[src/shared/blit_pkg.sv]
package blit_pkg;
  localparam int unsigned REG_AW = 10;
  localparam int unsigned DATA_W = 32;
  localparam int unsigned PIX_W  = 24;

  // register indices; byte address is four times the index
  localparam logic [7:0] IDX_OP       = 8'h91;
  localparam logic [7:0] IDX_DEPTH    = 8'h92;
  localparam logic [7:0] IDX_ALPHA    = 8'hB5;
  localparam logic [7:0] IDX_FG_R     = 8'hD2;
  localparam logic [7:0] IDX_FG_G     = 8'hD3;
  localparam logic [7:0] IDX_FG_B     = 8'hD4;
  localparam logic [7:0] IDX_BG_R     = 8'hD5;
  localparam logic [7:0] IDX_BG_G     = 8'hD6;
  localparam logic [7:0] IDX_BG_B     = 8'hD7;
  localparam logic [7:0] IDX_CTRL     = 8'hE0;
  localparam logic [7:0] IDX_WIN_W    = 8'hE1;
  localparam logic [7:0] IDX_WIN_H    = 8'hE2;
  localparam logic [7:0] IDX_HOST_DAT = 8'hE3;

  localparam logic [3:0] OP_HOST_ROP     = 4'h0;
  localparam logic [3:0] OP_COPY_ROP     = 4'h2;
  localparam logic [3:0] OP_HOST_KEY     = 4'h4;
  localparam logic [3:0] OP_COPY_KEY     = 4'h5;
  localparam logic [3:0] OP_PAT_ROP      = 4'h6;
  localparam logic [3:0] OP_PAT_KEY      = 4'h7;
  localparam logic [3:0] OP_HOST_EXP     = 4'h8;
  localparam logic [3:0] OP_HOST_EXP_KEY = 4'h9;
  localparam logic [3:0] OP_COPY_OPA     = 4'hA;
  localparam logic [3:0] OP_HOST_OPA     = 4'hB;
  localparam logic [3:0] OP_SOLID        = 4'hC;
  localparam logic [3:0] OP_COPY_EXP     = 4'hE;
  localparam logic [3:0] OP_COPY_EXP_KEY = 4'hF;

  localparam int unsigned OP_HI_LSB        = 4;
  localparam int unsigned DEPTH_LSB        = 5;
  localparam int unsigned CTRL_START       = 0;
  localparam int unsigned CTRL_PIXEL_ALPHA = 1;
  localparam int unsigned CTRL_PAT16       = 2;
  localparam int unsigned STAT_BUSY        = 3;

  localparam logic [1:0]  DEPTH_8   = 2'b00;
  localparam logic [1:0]  DEPTH_16  = 2'b01;
  localparam logic [5:0]  ALPHA_ONE = 6'd32;
  localparam logic [5:0]  AL8_1     = 6'd10;
  localparam logic [5:0]  AL8_2     = 6'd21;
  localparam logic [15:0] PAT_SMALL = 16'd8;
  localparam logic [15:0] PAT_LARGE = 16'd16;
  localparam logic [4:0]  WORD_8    = 5'd8;
  localparam logic [4:0]  WORD_16   = 5'd16;
  localparam logic [7:0]  REG_RST   = 8'h00;
  localparam logic [15:0] WIN_RST   = 16'h0001;

  typedef enum logic [2:0] {
    S_IDLE = 3'b000,
    S_SRC  = 3'b001,
    S_RD1  = 3'b011,
    S_CALC = 3'b010,
    S_WR   = 3'b110,
    S_NEXT = 3'b111
  } blit_state_t;
endpackage

[src/verilog/blit_operation_engine.sv]
// The Avalon-MM interface to the registers is this design's own decision.
`timescale 1ns/1ps
`default_nettype none
module blit_operation_engine #(
  parameter int unsigned AW       = 20,
  parameter int unsigned BUS_BITS = 16
) (
  input  wire logic                          ref_clk,
  input  wire logic                          arst_n,
  input  wire logic [blit_pkg::REG_AW-1:0]   avs_address,
  input  wire logic                          avs_read,
  input  wire logic                          avs_write,
  input  wire logic [blit_pkg::DATA_W-1:0]   avs_writedata,
  output logic      [blit_pkg::DATA_W-1:0]   avs_readdata,
  output logic                               avs_waitrequest,
  input  wire logic [AW-1:0]                 s0_base,
  input  wire logic [AW-1:0]                 s1_base,
  input  wire logic [AW-1:0]                 dt_base,
  input  wire logic [AW-1:0]                 line_stride,
  output logic                               mem_read,
  output logic                               mem_write,
  output logic      [AW-1:0]                 mem_address,
  output logic      [blit_pkg::PIX_W-1:0]    mem_writedata,
  input  wire logic [blit_pkg::PIX_W-1:0]    mem_readdata,
  input  wire logic                          mem_waitrequest,
  output logic                               busy
);
  import blit_pkg::*;

  // refuse widths that the word counter and address arithmetic cannot serve
  if (BUS_BITS != 8 && BUS_BITS != 16) $error("BUS_BITS must be 8 or 16");
  if (AW < 8) $error("AW too small");

  ////////////////////////////////////////////////////////////////////////////
  function automatic logic [23:0] rop_fn(input logic [3:0] f, input logic [23:0] a,
                                         input logic [23:0] b);
    logic [23:0] r;
    r = '0;
    for (int i = 0; i < 24; i++) r[i] = f[{a[i], b[i]}];
    return r;
  endfunction

  function automatic logic [23:0] pack_fn(input logic [1:0] d, input logic [7:0] r,
                                          input logic [7:0] g, input logic [7:0] b);
    case (d)
      DEPTH_8:  return {16'h0000, r[7:5], g[7:5], b[7:6]};
      DEPTH_16: return {8'h00, r[7:3], g[7:2], b[7:3]};
      default:  return {r, g, b};
    endcase
  endfunction

  function automatic logic [23:0] mask_fn(input logic [1:0] d);
    case (d)
      DEPTH_8:  return 24'h0000FF;
      DEPTH_16: return 24'h00FFFF;
      default:  return 24'hFFFFFF;
    endcase
  endfunction

  function automatic logic [23:0] unpack_fn(input logic [1:0] d, input logic [23:0] p);
    case (d)
      DEPTH_8:  return {p[7:5], 5'h00, p[4:2], 5'h00, p[1:0], 6'h00};
      DEPTH_16: return {p[15:11], 3'h0, p[10:5], 2'h0, p[4:0], 3'h0};
      default:  return p;
    endcase
  endfunction

  function automatic logic [7:0] mix_fn(input logic [7:0] a, input logic [7:0] b,
                                        input logic [5:0] al);
    logic [13:0] t;
    t = 14'(a) * 14'(al) + 14'(b) * 14'(ALPHA_ONE - al);
    return t[12:5];
  endfunction

  function automatic logic [AW-1:0] addr_fn(input logic [AW-1:0] base,
                                            input logic [15:0] y, input logic [15:0] x);
    return AW'(base + AW'(AW'(y) * line_stride) + AW'(x));
  endfunction

  ////////////////////////////////////////////////////////////////////////////
  // register file and bus slave
  logic [7:0]  op_reg, depth_reg, alpha_reg, ctrl_reg;
  logic [7:0]  fg_r_reg, fg_g_reg, fg_b_reg, bg_r_reg, bg_g_reg, bg_b_reg;
  logic [15:0] win_w_reg, win_h_reg;
  logic [7:0]  op_next, depth_next, alpha_next, ctrl_next;
  logic [7:0]  fg_r_next, fg_g_next, fg_b_next, bg_r_next, bg_g_next, bg_b_next;
  logic [15:0] win_w_next, win_h_next;
  logic        rd_done_reg, rd_done_next;
  logic [31:0] rdata_reg, rdata_next;
  logic [7:0]  idx;
  logic        wr_ok, host_wait, host_take, start_go, op_ok;
  blit_state_t state_reg, state_next;

  assign idx  = avs_address[REG_AW-1:2];
  assign busy = (state_reg != S_IDLE);

  always_comb begin
    case (op_reg[3:0])
      OP_HOST_ROP, OP_COPY_ROP, OP_HOST_KEY, OP_COPY_KEY, OP_PAT_ROP, OP_PAT_KEY,
      OP_HOST_EXP, OP_HOST_EXP_KEY, OP_COPY_OPA, OP_HOST_OPA, OP_SOLID,
      OP_COPY_EXP, OP_COPY_EXP_KEY: op_ok = 1'b1;
      default: op_ok = 1'b0;
    endcase
  end

  // host data stalls the bus while the engine is busy but not yet asking
  assign host_take = avs_write && (idx == IDX_HOST_DAT) && host_wait;
  assign avs_waitrequest = (avs_read && !rd_done_reg) ||
                           (avs_write && (idx == IDX_HOST_DAT) && busy && !host_wait);
  assign wr_ok = avs_write && !avs_waitrequest;
  assign start_go = wr_ok && (idx == IDX_CTRL) && avs_writedata[CTRL_START] &&
                    !busy && op_ok;
  assign avs_readdata = rdata_reg;

  always_comb begin
    op_next = op_reg;  depth_next = depth_reg;  alpha_next = alpha_reg;
    ctrl_next = ctrl_reg;
    fg_r_next = fg_r_reg;  fg_g_next = fg_g_reg;  fg_b_next = fg_b_reg;
    bg_r_next = bg_r_reg;  bg_g_next = bg_g_reg;  bg_b_next = bg_b_reg;
    win_w_next = win_w_reg;  win_h_next = win_h_reg;
    rd_done_next = avs_read && !rd_done_reg;
    rdata_next = rdata_reg;
    if (wr_ok) begin
      case (idx)
        IDX_OP:    op_next = avs_writedata[7:0];
        IDX_DEPTH: depth_next = avs_writedata[7:0];
        IDX_ALPHA: alpha_next = avs_writedata[7:0];
        IDX_FG_R:  fg_r_next = avs_writedata[7:0];
        IDX_FG_G:  fg_g_next = avs_writedata[7:0];
        IDX_FG_B:  fg_b_next = avs_writedata[7:0];
        IDX_BG_R:  bg_r_next = avs_writedata[7:0];
        IDX_BG_G:  bg_g_next = avs_writedata[7:0];
        IDX_BG_B:  bg_b_next = avs_writedata[7:0];
        IDX_CTRL:  ctrl_next = {5'h00, avs_writedata[CTRL_PAT16:CTRL_PIXEL_ALPHA], 1'b0};
        IDX_WIN_W: win_w_next = avs_writedata[15:0];
        IDX_WIN_H: win_h_next = avs_writedata[15:0];
        default: ;
      endcase
    end
    if (avs_read && !rd_done_reg) begin
      case (idx)
        IDX_OP:    rdata_next = {24'h000000, op_reg};
        IDX_DEPTH: rdata_next = {24'h000000, depth_reg};
        IDX_ALPHA: rdata_next = {24'h000000, alpha_reg};
        IDX_FG_R:  rdata_next = {24'h000000, fg_r_reg};
        IDX_FG_G:  rdata_next = {24'h000000, fg_g_reg};
        IDX_FG_B:  rdata_next = {24'h000000, fg_b_reg};
        IDX_BG_R:  rdata_next = {24'h000000, bg_r_reg};
        IDX_BG_G:  rdata_next = {24'h000000, bg_g_reg};
        IDX_BG_B:  rdata_next = {24'h000000, bg_b_reg};
        IDX_CTRL:  rdata_next = {24'h000000, ctrl_reg | (8'(busy) << STAT_BUSY)};
        IDX_WIN_W: rdata_next = {16'h0000, win_w_reg};
        IDX_WIN_H: rdata_next = {16'h0000, win_h_reg};
        default:   rdata_next = 32'h00000000;
      endcase
    end
  end

  always_ff @(posedge ref_clk or negedge arst_n) begin
    if (!arst_n) begin
      op_reg <= REG_RST;  depth_reg <= REG_RST;  alpha_reg <= REG_RST;
      ctrl_reg <= REG_RST;
      fg_r_reg <= REG_RST;  fg_g_reg <= REG_RST;  fg_b_reg <= REG_RST;
      bg_r_reg <= REG_RST;  bg_g_reg <= REG_RST;  bg_b_reg <= REG_RST;
      win_w_reg <= WIN_RST;  win_h_reg <= WIN_RST;
      rd_done_reg <= 1'b0;  rdata_reg <= 32'h00000000;
    end else begin
      op_reg <= op_next;  depth_reg <= depth_next;  alpha_reg <= alpha_next;
      ctrl_reg <= ctrl_next;
      fg_r_reg <= fg_r_next;  fg_g_reg <= fg_g_next;  fg_b_reg <= fg_b_next;
      bg_r_reg <= bg_r_next;  bg_g_reg <= bg_g_next;  bg_b_reg <= bg_b_next;
      win_w_reg <= win_w_next;  win_h_reg <= win_h_next;
      rd_done_reg <= rd_done_next;  rdata_reg <= rdata_next;
    end
  end

  ////////////////////////////////////////////////////////////////////////////
  // engine
  logic [3:0]  run_op_reg, run_op_next, fn, idx_reg, idx_next, lim;
  logic [15:0] x_reg, x_next, y_reg, y_next, wcnt_reg, wcnt_next, word_reg, word_next;
  logic [23:0] s0_reg, s0_next, s1_reg, s1_next, res_reg, res_next;
  logic        have_reg, have_next, first_reg, first_next, skip_reg, skip_next;
  logic        is_exp, exp_host, exp_key, host_src, mem_s0, need_s1, is_key, is_pat;
  logic        is_opa, cur_bit, key_hit, row_end, last_pix;
  logic [1:0]  dep;
  logic [23:0] msk, keyp, fgp, bgp, s1c, u0, blend;
  logic [5:0]  al;
  logic [4:0]  wbits;
  logic [15:0] psz, poff;

  assign fn = op_reg[OP_HI_LSB +: 4];
  assign dep = depth_reg[DEPTH_LSB +: 2];
  assign msk = mask_fn(dep);
  assign keyp = pack_fn(dep, bg_r_reg, bg_g_reg, bg_b_reg);
  assign fgp = pack_fn(dep, fg_r_reg, fg_g_reg, fg_b_reg);
  assign bgp = keyp;
  assign is_exp = (run_op_reg == OP_HOST_EXP) || (run_op_reg == OP_HOST_EXP_KEY) ||
                  (run_op_reg == OP_COPY_EXP) || (run_op_reg == OP_COPY_EXP_KEY);
  assign exp_host = (run_op_reg == OP_HOST_EXP) || (run_op_reg == OP_HOST_EXP_KEY);
  assign exp_key = (run_op_reg == OP_HOST_EXP_KEY) || (run_op_reg == OP_COPY_EXP_KEY);
  assign host_src = (run_op_reg == OP_HOST_ROP) || (run_op_reg == OP_HOST_KEY) ||
                    (run_op_reg == OP_HOST_OPA);
  assign is_pat = (run_op_reg == OP_PAT_ROP) || (run_op_reg == OP_PAT_KEY);
  assign is_key = (run_op_reg == OP_HOST_KEY) || (run_op_reg == OP_COPY_KEY) ||
                  (run_op_reg == OP_PAT_KEY);
  assign is_opa = (run_op_reg == OP_COPY_OPA) || (run_op_reg == OP_HOST_OPA);
  assign mem_s0 = (run_op_reg == OP_COPY_ROP) || (run_op_reg == OP_COPY_KEY) || is_pat ||
                  (run_op_reg == OP_COPY_OPA);
  assign need_s1 = (run_op_reg == OP_HOST_ROP) || (run_op_reg == OP_COPY_ROP) ||
                   (run_op_reg == OP_PAT_ROP) || is_opa;
  // source word width: bus width for host expansion, depth field otherwise
  assign wbits = exp_host ? 5'(BUS_BITS) : ((dep == DEPTH_8) ? WORD_8 : WORD_16);
  assign lim = first_reg ? op_reg[OP_HI_LSB +: 4] : 4'(BUS_BITS - 1);
  assign cur_bit = word_reg[idx_reg];
  assign key_hit = ((s0_reg & msk) == keyp);
  assign psz = ctrl_reg[CTRL_PAT16] ? PAT_LARGE : PAT_SMALL;
  assign poff = 16'(((y_reg & (psz - 16'd1)) * psz) + (x_reg & (psz - 16'd1)));
  assign row_end = (x_reg == win_w_reg - 16'd1);
  assign last_pix = row_end && (y_reg == win_h_reg - 16'd1);
  assign host_wait = (state_reg == S_SRC) && ((host_src && !is_exp) || (exp_host && !have_reg));

  // alpha and second colour for the blend
  always_comb begin
    al = (alpha_reg[5:0] > ALPHA_ONE) ? ALPHA_ONE : alpha_reg[5:0];
    s1c = unpack_fn(dep, s1_reg);
    if (ctrl_reg[CTRL_PIXEL_ALPHA]) begin
      if (dep == DEPTH_16) begin
        al = (s1_reg[15:12] == 4'hF) ? ALPHA_ONE : {1'b0, s1_reg[15:12], 1'b0};
        s1c = {s1_reg[11:8], 4'h0, s1_reg[7:4], 4'h0, s1_reg[3:0], 4'h0};
      end else if (dep == DEPTH_8) begin
        case (s1_reg[7:6])
          2'b00:   al = 6'd0;
          2'b01:   al = AL8_1;
          2'b10:   al = AL8_2;
          default: al = ALPHA_ONE;
        endcase
        s1c = {s1_reg[5:4], 6'h00, s1_reg[3:2], 6'h00, s1_reg[1:0], 6'h00};
      end
    end
    u0 = unpack_fn(dep, s0_reg);
    blend = pack_fn(dep, mix_fn(u0[23:16], s1c[23:16], al), mix_fn(u0[15:8], s1c[15:8], al),
                    mix_fn(u0[7:0], s1c[7:0], al));
  end

  always_comb begin
    state_next = state_reg;  run_op_next = run_op_reg;
    x_next = x_reg;  y_next = y_reg;  wcnt_next = wcnt_reg;  word_next = word_reg;
    idx_next = idx_reg;  have_next = have_reg;  first_next = first_reg;
    s0_next = s0_reg;  s1_next = s1_reg;  res_next = res_reg;  skip_next = skip_reg;
    case (state_reg)
      S_IDLE: begin
        if (start_go) begin
          run_op_next = op_reg[3:0];
          x_next = 16'h0000;  y_next = 16'h0000;  wcnt_next = 16'h0000;
          have_next = 1'b0;  first_next = 1'b1;
          idx_next = (op_reg[3:1] == OP_HOST_EXP[3:1]) ? 4'h0 : fn;
          state_next = S_SRC;
        end
      end
      S_SRC: begin
        if (is_exp) begin
          if (have_reg) begin
            state_next = S_CALC;
          end else if (exp_host && host_take) begin
            word_next = 16'(avs_writedata[BUS_BITS-1:0]);
            have_next = 1'b1;
            state_next = S_CALC;
          end else if (!exp_host && !mem_waitrequest) begin
            word_next = mem_readdata[15:0];
            have_next = 1'b1;
            wcnt_next = wcnt_reg + 16'd1;
            state_next = S_CALC;
          end
        end else if (host_src) begin
          if (host_take) begin
            s0_next = avs_writedata[23:0] & msk;
            state_next = need_s1 ? S_RD1 : S_CALC;
          end
        end else if (mem_s0) begin
          if (!mem_waitrequest) begin
            s0_next = mem_readdata & msk;
            state_next = need_s1 ? S_RD1 : S_CALC;
          end
        end else begin
          state_next = S_CALC;
        end
      end
      S_RD1: begin
        if (!mem_waitrequest) begin
          s1_next = mem_readdata & msk;
          state_next = S_CALC;
        end
      end
      S_CALC: begin
        skip_next = 1'b0;
        if (is_exp) begin
          res_next = cur_bit ? fgp : bgp;
          skip_next = exp_key && !cur_bit;
        end else if (is_key) begin
          res_next = s0_reg;
          skip_next = key_hit;
        end else if (is_opa) begin
          res_next = blend;
        end else if (run_op_reg == OP_SOLID) begin
          res_next = fgp;
        end else begin
          res_next = rop_fn(fn, s0_reg, s1_reg) & msk;
        end
        state_next = skip_next ? S_NEXT : S_WR;
      end
      S_WR: begin
        if (!mem_waitrequest) state_next = S_NEXT;
      end
      S_NEXT: begin
        state_next = S_SRC;
        if (exp_host) begin
          if (idx_reg == lim) begin
            have_next = 1'b0;  first_next = 1'b0;  idx_next = 4'h0;
          end else begin
            idx_next = idx_reg + 4'h1;
          end
        end else if (is_exp) begin
          if (idx_reg == 4'h0) begin
            have_next = 1'b0;  first_next = 1'b0;  idx_next = 4'(wbits - 5'd1);
          end else begin
            idx_next = idx_reg - 4'h1;
          end
        end
        if (row_end) begin
          x_next = 16'h0000;
          y_next = y_reg + 16'd1;
          have_next = 1'b0;  first_next = 1'b1;  wcnt_next = 16'h0000;
          idx_next = exp_host ? 4'h0 : fn;
          if (last_pix) state_next = S_IDLE;
        end else begin
          x_next = x_reg + 16'd1;
        end
      end
      default: state_next = S_IDLE;
    endcase
  end

  always_ff @(posedge ref_clk or negedge arst_n) begin
    if (!arst_n) begin
      state_reg <= S_IDLE;  run_op_reg <= 4'h0;
      x_reg <= 16'h0000;  y_reg <= 16'h0000;  wcnt_reg <= 16'h0000;  word_reg <= 16'h0000;
      idx_reg <= 4'h0;  have_reg <= 1'b0;  first_reg <= 1'b1;
      s0_reg <= 24'h000000;  s1_reg <= 24'h000000;  res_reg <= 24'h000000;
      skip_reg <= 1'b0;
    end else begin
      state_reg <= state_next;  run_op_reg <= run_op_next;
      x_reg <= x_next;  y_reg <= y_next;  wcnt_reg <= wcnt_next;  word_reg <= word_next;
      idx_reg <= idx_next;  have_reg <= have_next;  first_reg <= first_next;
      s0_reg <= s0_next;  s1_reg <= s1_next;  res_reg <= res_next;
      skip_reg <= skip_next;
    end
  end

  assign mem_read = ((state_reg == S_SRC) && (mem_s0 || (is_exp && !exp_host && !have_reg))) ||
                    (state_reg == S_RD1);
  assign mem_write = (state_reg == S_WR);
  assign mem_writedata = res_reg;

  always_comb begin
    case (state_reg)
      S_SRC:   mem_address = is_exp ? addr_fn(s0_base, y_reg, wcnt_reg) :
                             is_pat ? AW'(s0_base + AW'(poff)) :
                             addr_fn(s0_base, y_reg, x_reg);
      S_RD1:   mem_address = addr_fn(s1_base, y_reg, x_reg);
      S_WR:    mem_address = addr_fn(dt_base, y_reg, x_reg);
      default: mem_address = '0;
    endcase
  end
endmodule
`default_nettype wire

[config.mk]
export PLATFORM = sky130hd
export DESIGN_NAME = blit_operation_engine
export DESIGN_NICKNAME = d
export VERILOG_FILES = /design/src/shared/blit_pkg.sv /design/src/verilog/blit_operation_engine.sv
export SDC_FILE = /design/constraint.sdc
export NUM_CORES = 2
export LEC_CHECK = 0
export BUFFER_PORTS_ARGS = -buffer_cell sky130_fd_sc_hd__clkbuf_2
export CAP_MARGIN = 20
export CORE_MARGIN = 2
export CORE_UTILIZATION = 60
export CTS_CLUSTER_SIZE = 8
export DETAILED_ROUTE_END_ITERATION = 10
export PLACE_DENSITY_LB_ADDON = 0.3
export SKIP_CTS_REPAIR_TIMING = 1
export SYNTH_ARGS = -nofsm -noshare
export SYNTH_HDL_FRONTEND = slang
export SYNTH_SLANG_ARGS = --single-unit
export TNS_END_PERCENT = 5
[constraint.sdc]
create_clock -name ref_clk -period 11.2 [get_ports ref_clk]
set_clock_uncertainty 0.05 [all_clocks]
set_input_delay 0.56 -clock ref_clk [delete_from_list [all_inputs] [get_ports ref_clk]]
set_output_delay 0.56 -clock ref_clk [all_outputs]
set_load 0.01 [all_outputs]
==> reports/qor.yml <==
status: "complete, but fails checks"
violations: "hold timing"
setup_viol: 0
layout_min_cycle_time_ns: 10.00
synth_seq_area_share_pct: 17.3
p_per_area_nw_per_um2: 278
clock_power_share_pct: 10.1
yosysTopAreaCellShare_pct: 20.6
insertion_delay_ns: 0.59
grt_usage_pct: 37.2
whs_ns: -0.0615
synth_edf_count: 0
grt_pass1_wl_um: 195000
vias: 34600
async_flop_share_pct: 100
clk_pin_slew_ns: 0.05
hp-class: "in -> async"
grt_max_degree: 176
drc: 0
grt_antenna_before_repair: 2
die_h_um: 260
post-route-period-util_pct: 89.3
cts_made_buffers: 40
power_frac_seq_pct: 12.4
critPathMaxFanout: 16
cp_num_buf_inv: 6
crit_arrival_ns: 9.39
reg2regPathDepth: 29
sw_frac_of_total_pct: 52.2
path_depth: 31
nFillCells: 5507
syn2layout_area_growth_pct: 7.29
finalWirelength_um: 125000
cp_slowest_cell: "dfrtp_1"
rrSetupSlack_ns: 1.78
synth_warnings: 0
final_area_um2: 42300
setup_ws_ns: 1.20
ir_worst_vdd_v: 0.000857
core_um2: 65400
syn_inst: 4564
finalSetupTns_ns: 0
grt_pass1_vias: 34400
die_x_um: 260
syn_avg_cell_area_um2: 8.64
place_hpwl_um: 96500
first_pass_iters: 8
layout.nets: 5488
start_util_pct: 60.3
wl_per_cell_um: 22.6
worstMarginPinSlew_ns: 1.23
dieArea_um2: 67800
crit_path_end_kind: "primary output"
critPathKind: "reg -> out"
cap_violations: 0
routabilityCongestion: 1.01
r2r_start: "ctrl_reg[1]"
intPower_uw: 5620
yosys-top-cells-area: "fa_1, dfrtp_1, ha_1, inv_1, nand2_1"
relSlewSlack_pct: 18.0
ys.flop_type: "dfrtp_1"
io_pins: 231
p_switching_uw: 6130
num_rows: 94
clk_path_buf_depth: 3
cp-start-kind: "flop"
grt-ovfl-total: 0
crit_top_cell: "fa_1"
crit_family: "adder cells"
portBuffers: 204
cts_root_buf: "clkbuf_16"
slowest_delay_ns: 0.74
rsz0062_at_grt: "no"
yosys.area.top_type: "fa_1"
synthDistinctLibCells: 82
syn_area_um2: 39400
p_leak_uw: 0.0205
power_frac_comb_pct: 77.5
htree_levels: 2
dp_slack_ns: 1.79
rr_endpoint: "mem_writedata[13]"
ant_nets: 0
cp.required_ns: 10.59
hold_viol_final: 19
routed_via_density: 6.27
slew_viol_final: 0
drtIter0Drc: 3599
dpl_cell_area_um2: 41100
fmax_ghz: 0.100
synth_seq_cells: 272
cts_tree: "done"
drive_gt1_share_pct: 11.2
cts_sinks: 272
synth_stat cells, drive strengths merged, types with 94 or more instances:
master and instances:
mux2 123, mux2i 94, ha 305, nand2 471, o21ai 200, fa 405
and2 123, nor2 322, clkbuf 223, xnor2 192, a21oi 220, xor2 105
dfrtp 269, inv 610
placed cells by master, fill, tap and decap left out, types with 16 or more instances in the layout:
| cell type | count |
|---|---|
| clkbuf_2 | 203 |
| o22ai_1 | 31 |
| xnor2_1 | 191 |
| nand2_1 | 471 |
| o211ai_1 | 22 |
| o21a_1 | 29 |
| nor2_1 | 318 |
| mux2_2 | 123 |
| o31ai_1 | 32 |
| and2_1 | 123 |
| a211oi_1 | 38 |
| ha_1 | 305 |
| a22oi_1 | 32 |
| nor4_1 | 16 |
| dfrtp_1 | 267 |
| and3_1 | 62 |
| fa_1 | 405 |
| o21ai_0 | 197 |
| xor2_1 | 105 |
| nand3_1 | 90 |
| o21bai_1 | 23 |
| a31oi_1 | 29 |
| clkbuf_16 | 40 |
| a21oi_1 | 217 |
| a21o_1 | 43 |
| clkbuf_1 | 20 |
| inv_1 | 610 |
| a22o_1 | 21 |
| mux4_2 | 33 |
| conb_1 | 19 |
| nand2b_1 | 41 |
| buf_4 | 60 |
| nor2b_1 | 36 |
| a221oi_1 | 31 |
| mux2i_1 | 94 |
| or3_1 | 22 |
| nor3_1 | 44 |
cell type report:
type,count,area [µm²],area share (%)
clock inverters,4,96.3,0.228
inverters,613,2300,5.44
diodes,2,5.00,0.0118
well taps,864,1080,2.55
flip-flops and latches,272,6820,16.1
repair buffers,269,1530,3.62
multi-input cells,3431,29400,69.4
clock buffers,62,1100,2.61
through the flow:
step	util [%]	power, µW	hold slack, ns	cells
floorplan	-	8010	0.214	4582
global placement	62.8	10200	0.410	5443
detailed placement	62.8	10400	0.416	5445
CTS	64.7	11600	0.0100	5511
global route	64.7	12700	0.0247	5517
finish	64.7	11800	-0.0615	5517
routing by layer:
metal  part of all wire [%]  global-route usage [%]  vias up
li1                       -                       -    15300
met4                    6.9                    21.6        0
met5                      0                       0        -
met3                     10                    7.07      493
met1                     37                    46.7    16800
met2                     46                    60.4     1948
power by group through the flow:
stage | Combinational, µW | Clock [µW] | Sequential, µW
6_report | 9110 | 1190 | 1460
5_1_grt | 9980 | 1230 | 1460
4_1_cts | 8980 | 1180 | 1430
3_5_place_dp | 8910 | 0 | 1450
3_3_place_gp | 8750 | 0 | 1440
2_1_floorplan | 6760 | 0 | 1250
cell families (layout without fill, tap and decap cells):
kind of cell / after synthesis / after routing / share of synthesized area [%]
mux: 250 / 250 / 7.78
buf+inv: 879 / 948 / 8.54
xor+xnor: 298 / 298 / 6.66
fa+ha+maj: 710 / 710 / 30.2
compound gates: 854 / 854 / 14.0
flops: 272 / 272 / 17.3
simple gates: 1300 / 1300 / 15.5
other cells: 1 / 21 / 0.00951
worst max path at each step:
stage,startpoint,endpoint
floorplan,y_reg[2],mem_address[18]
global placement,ctrl_reg[1],mem_writedata[4]
detailed placement,ctrl_reg[1],mem_writedata[4]
CTS,y_reg[1],mem_address[19]
global route,y_reg[1],mem_address[19]
finish,y_reg[2],mem_address[19]
No activity file was read; power rests on OpenSTA's default activity.
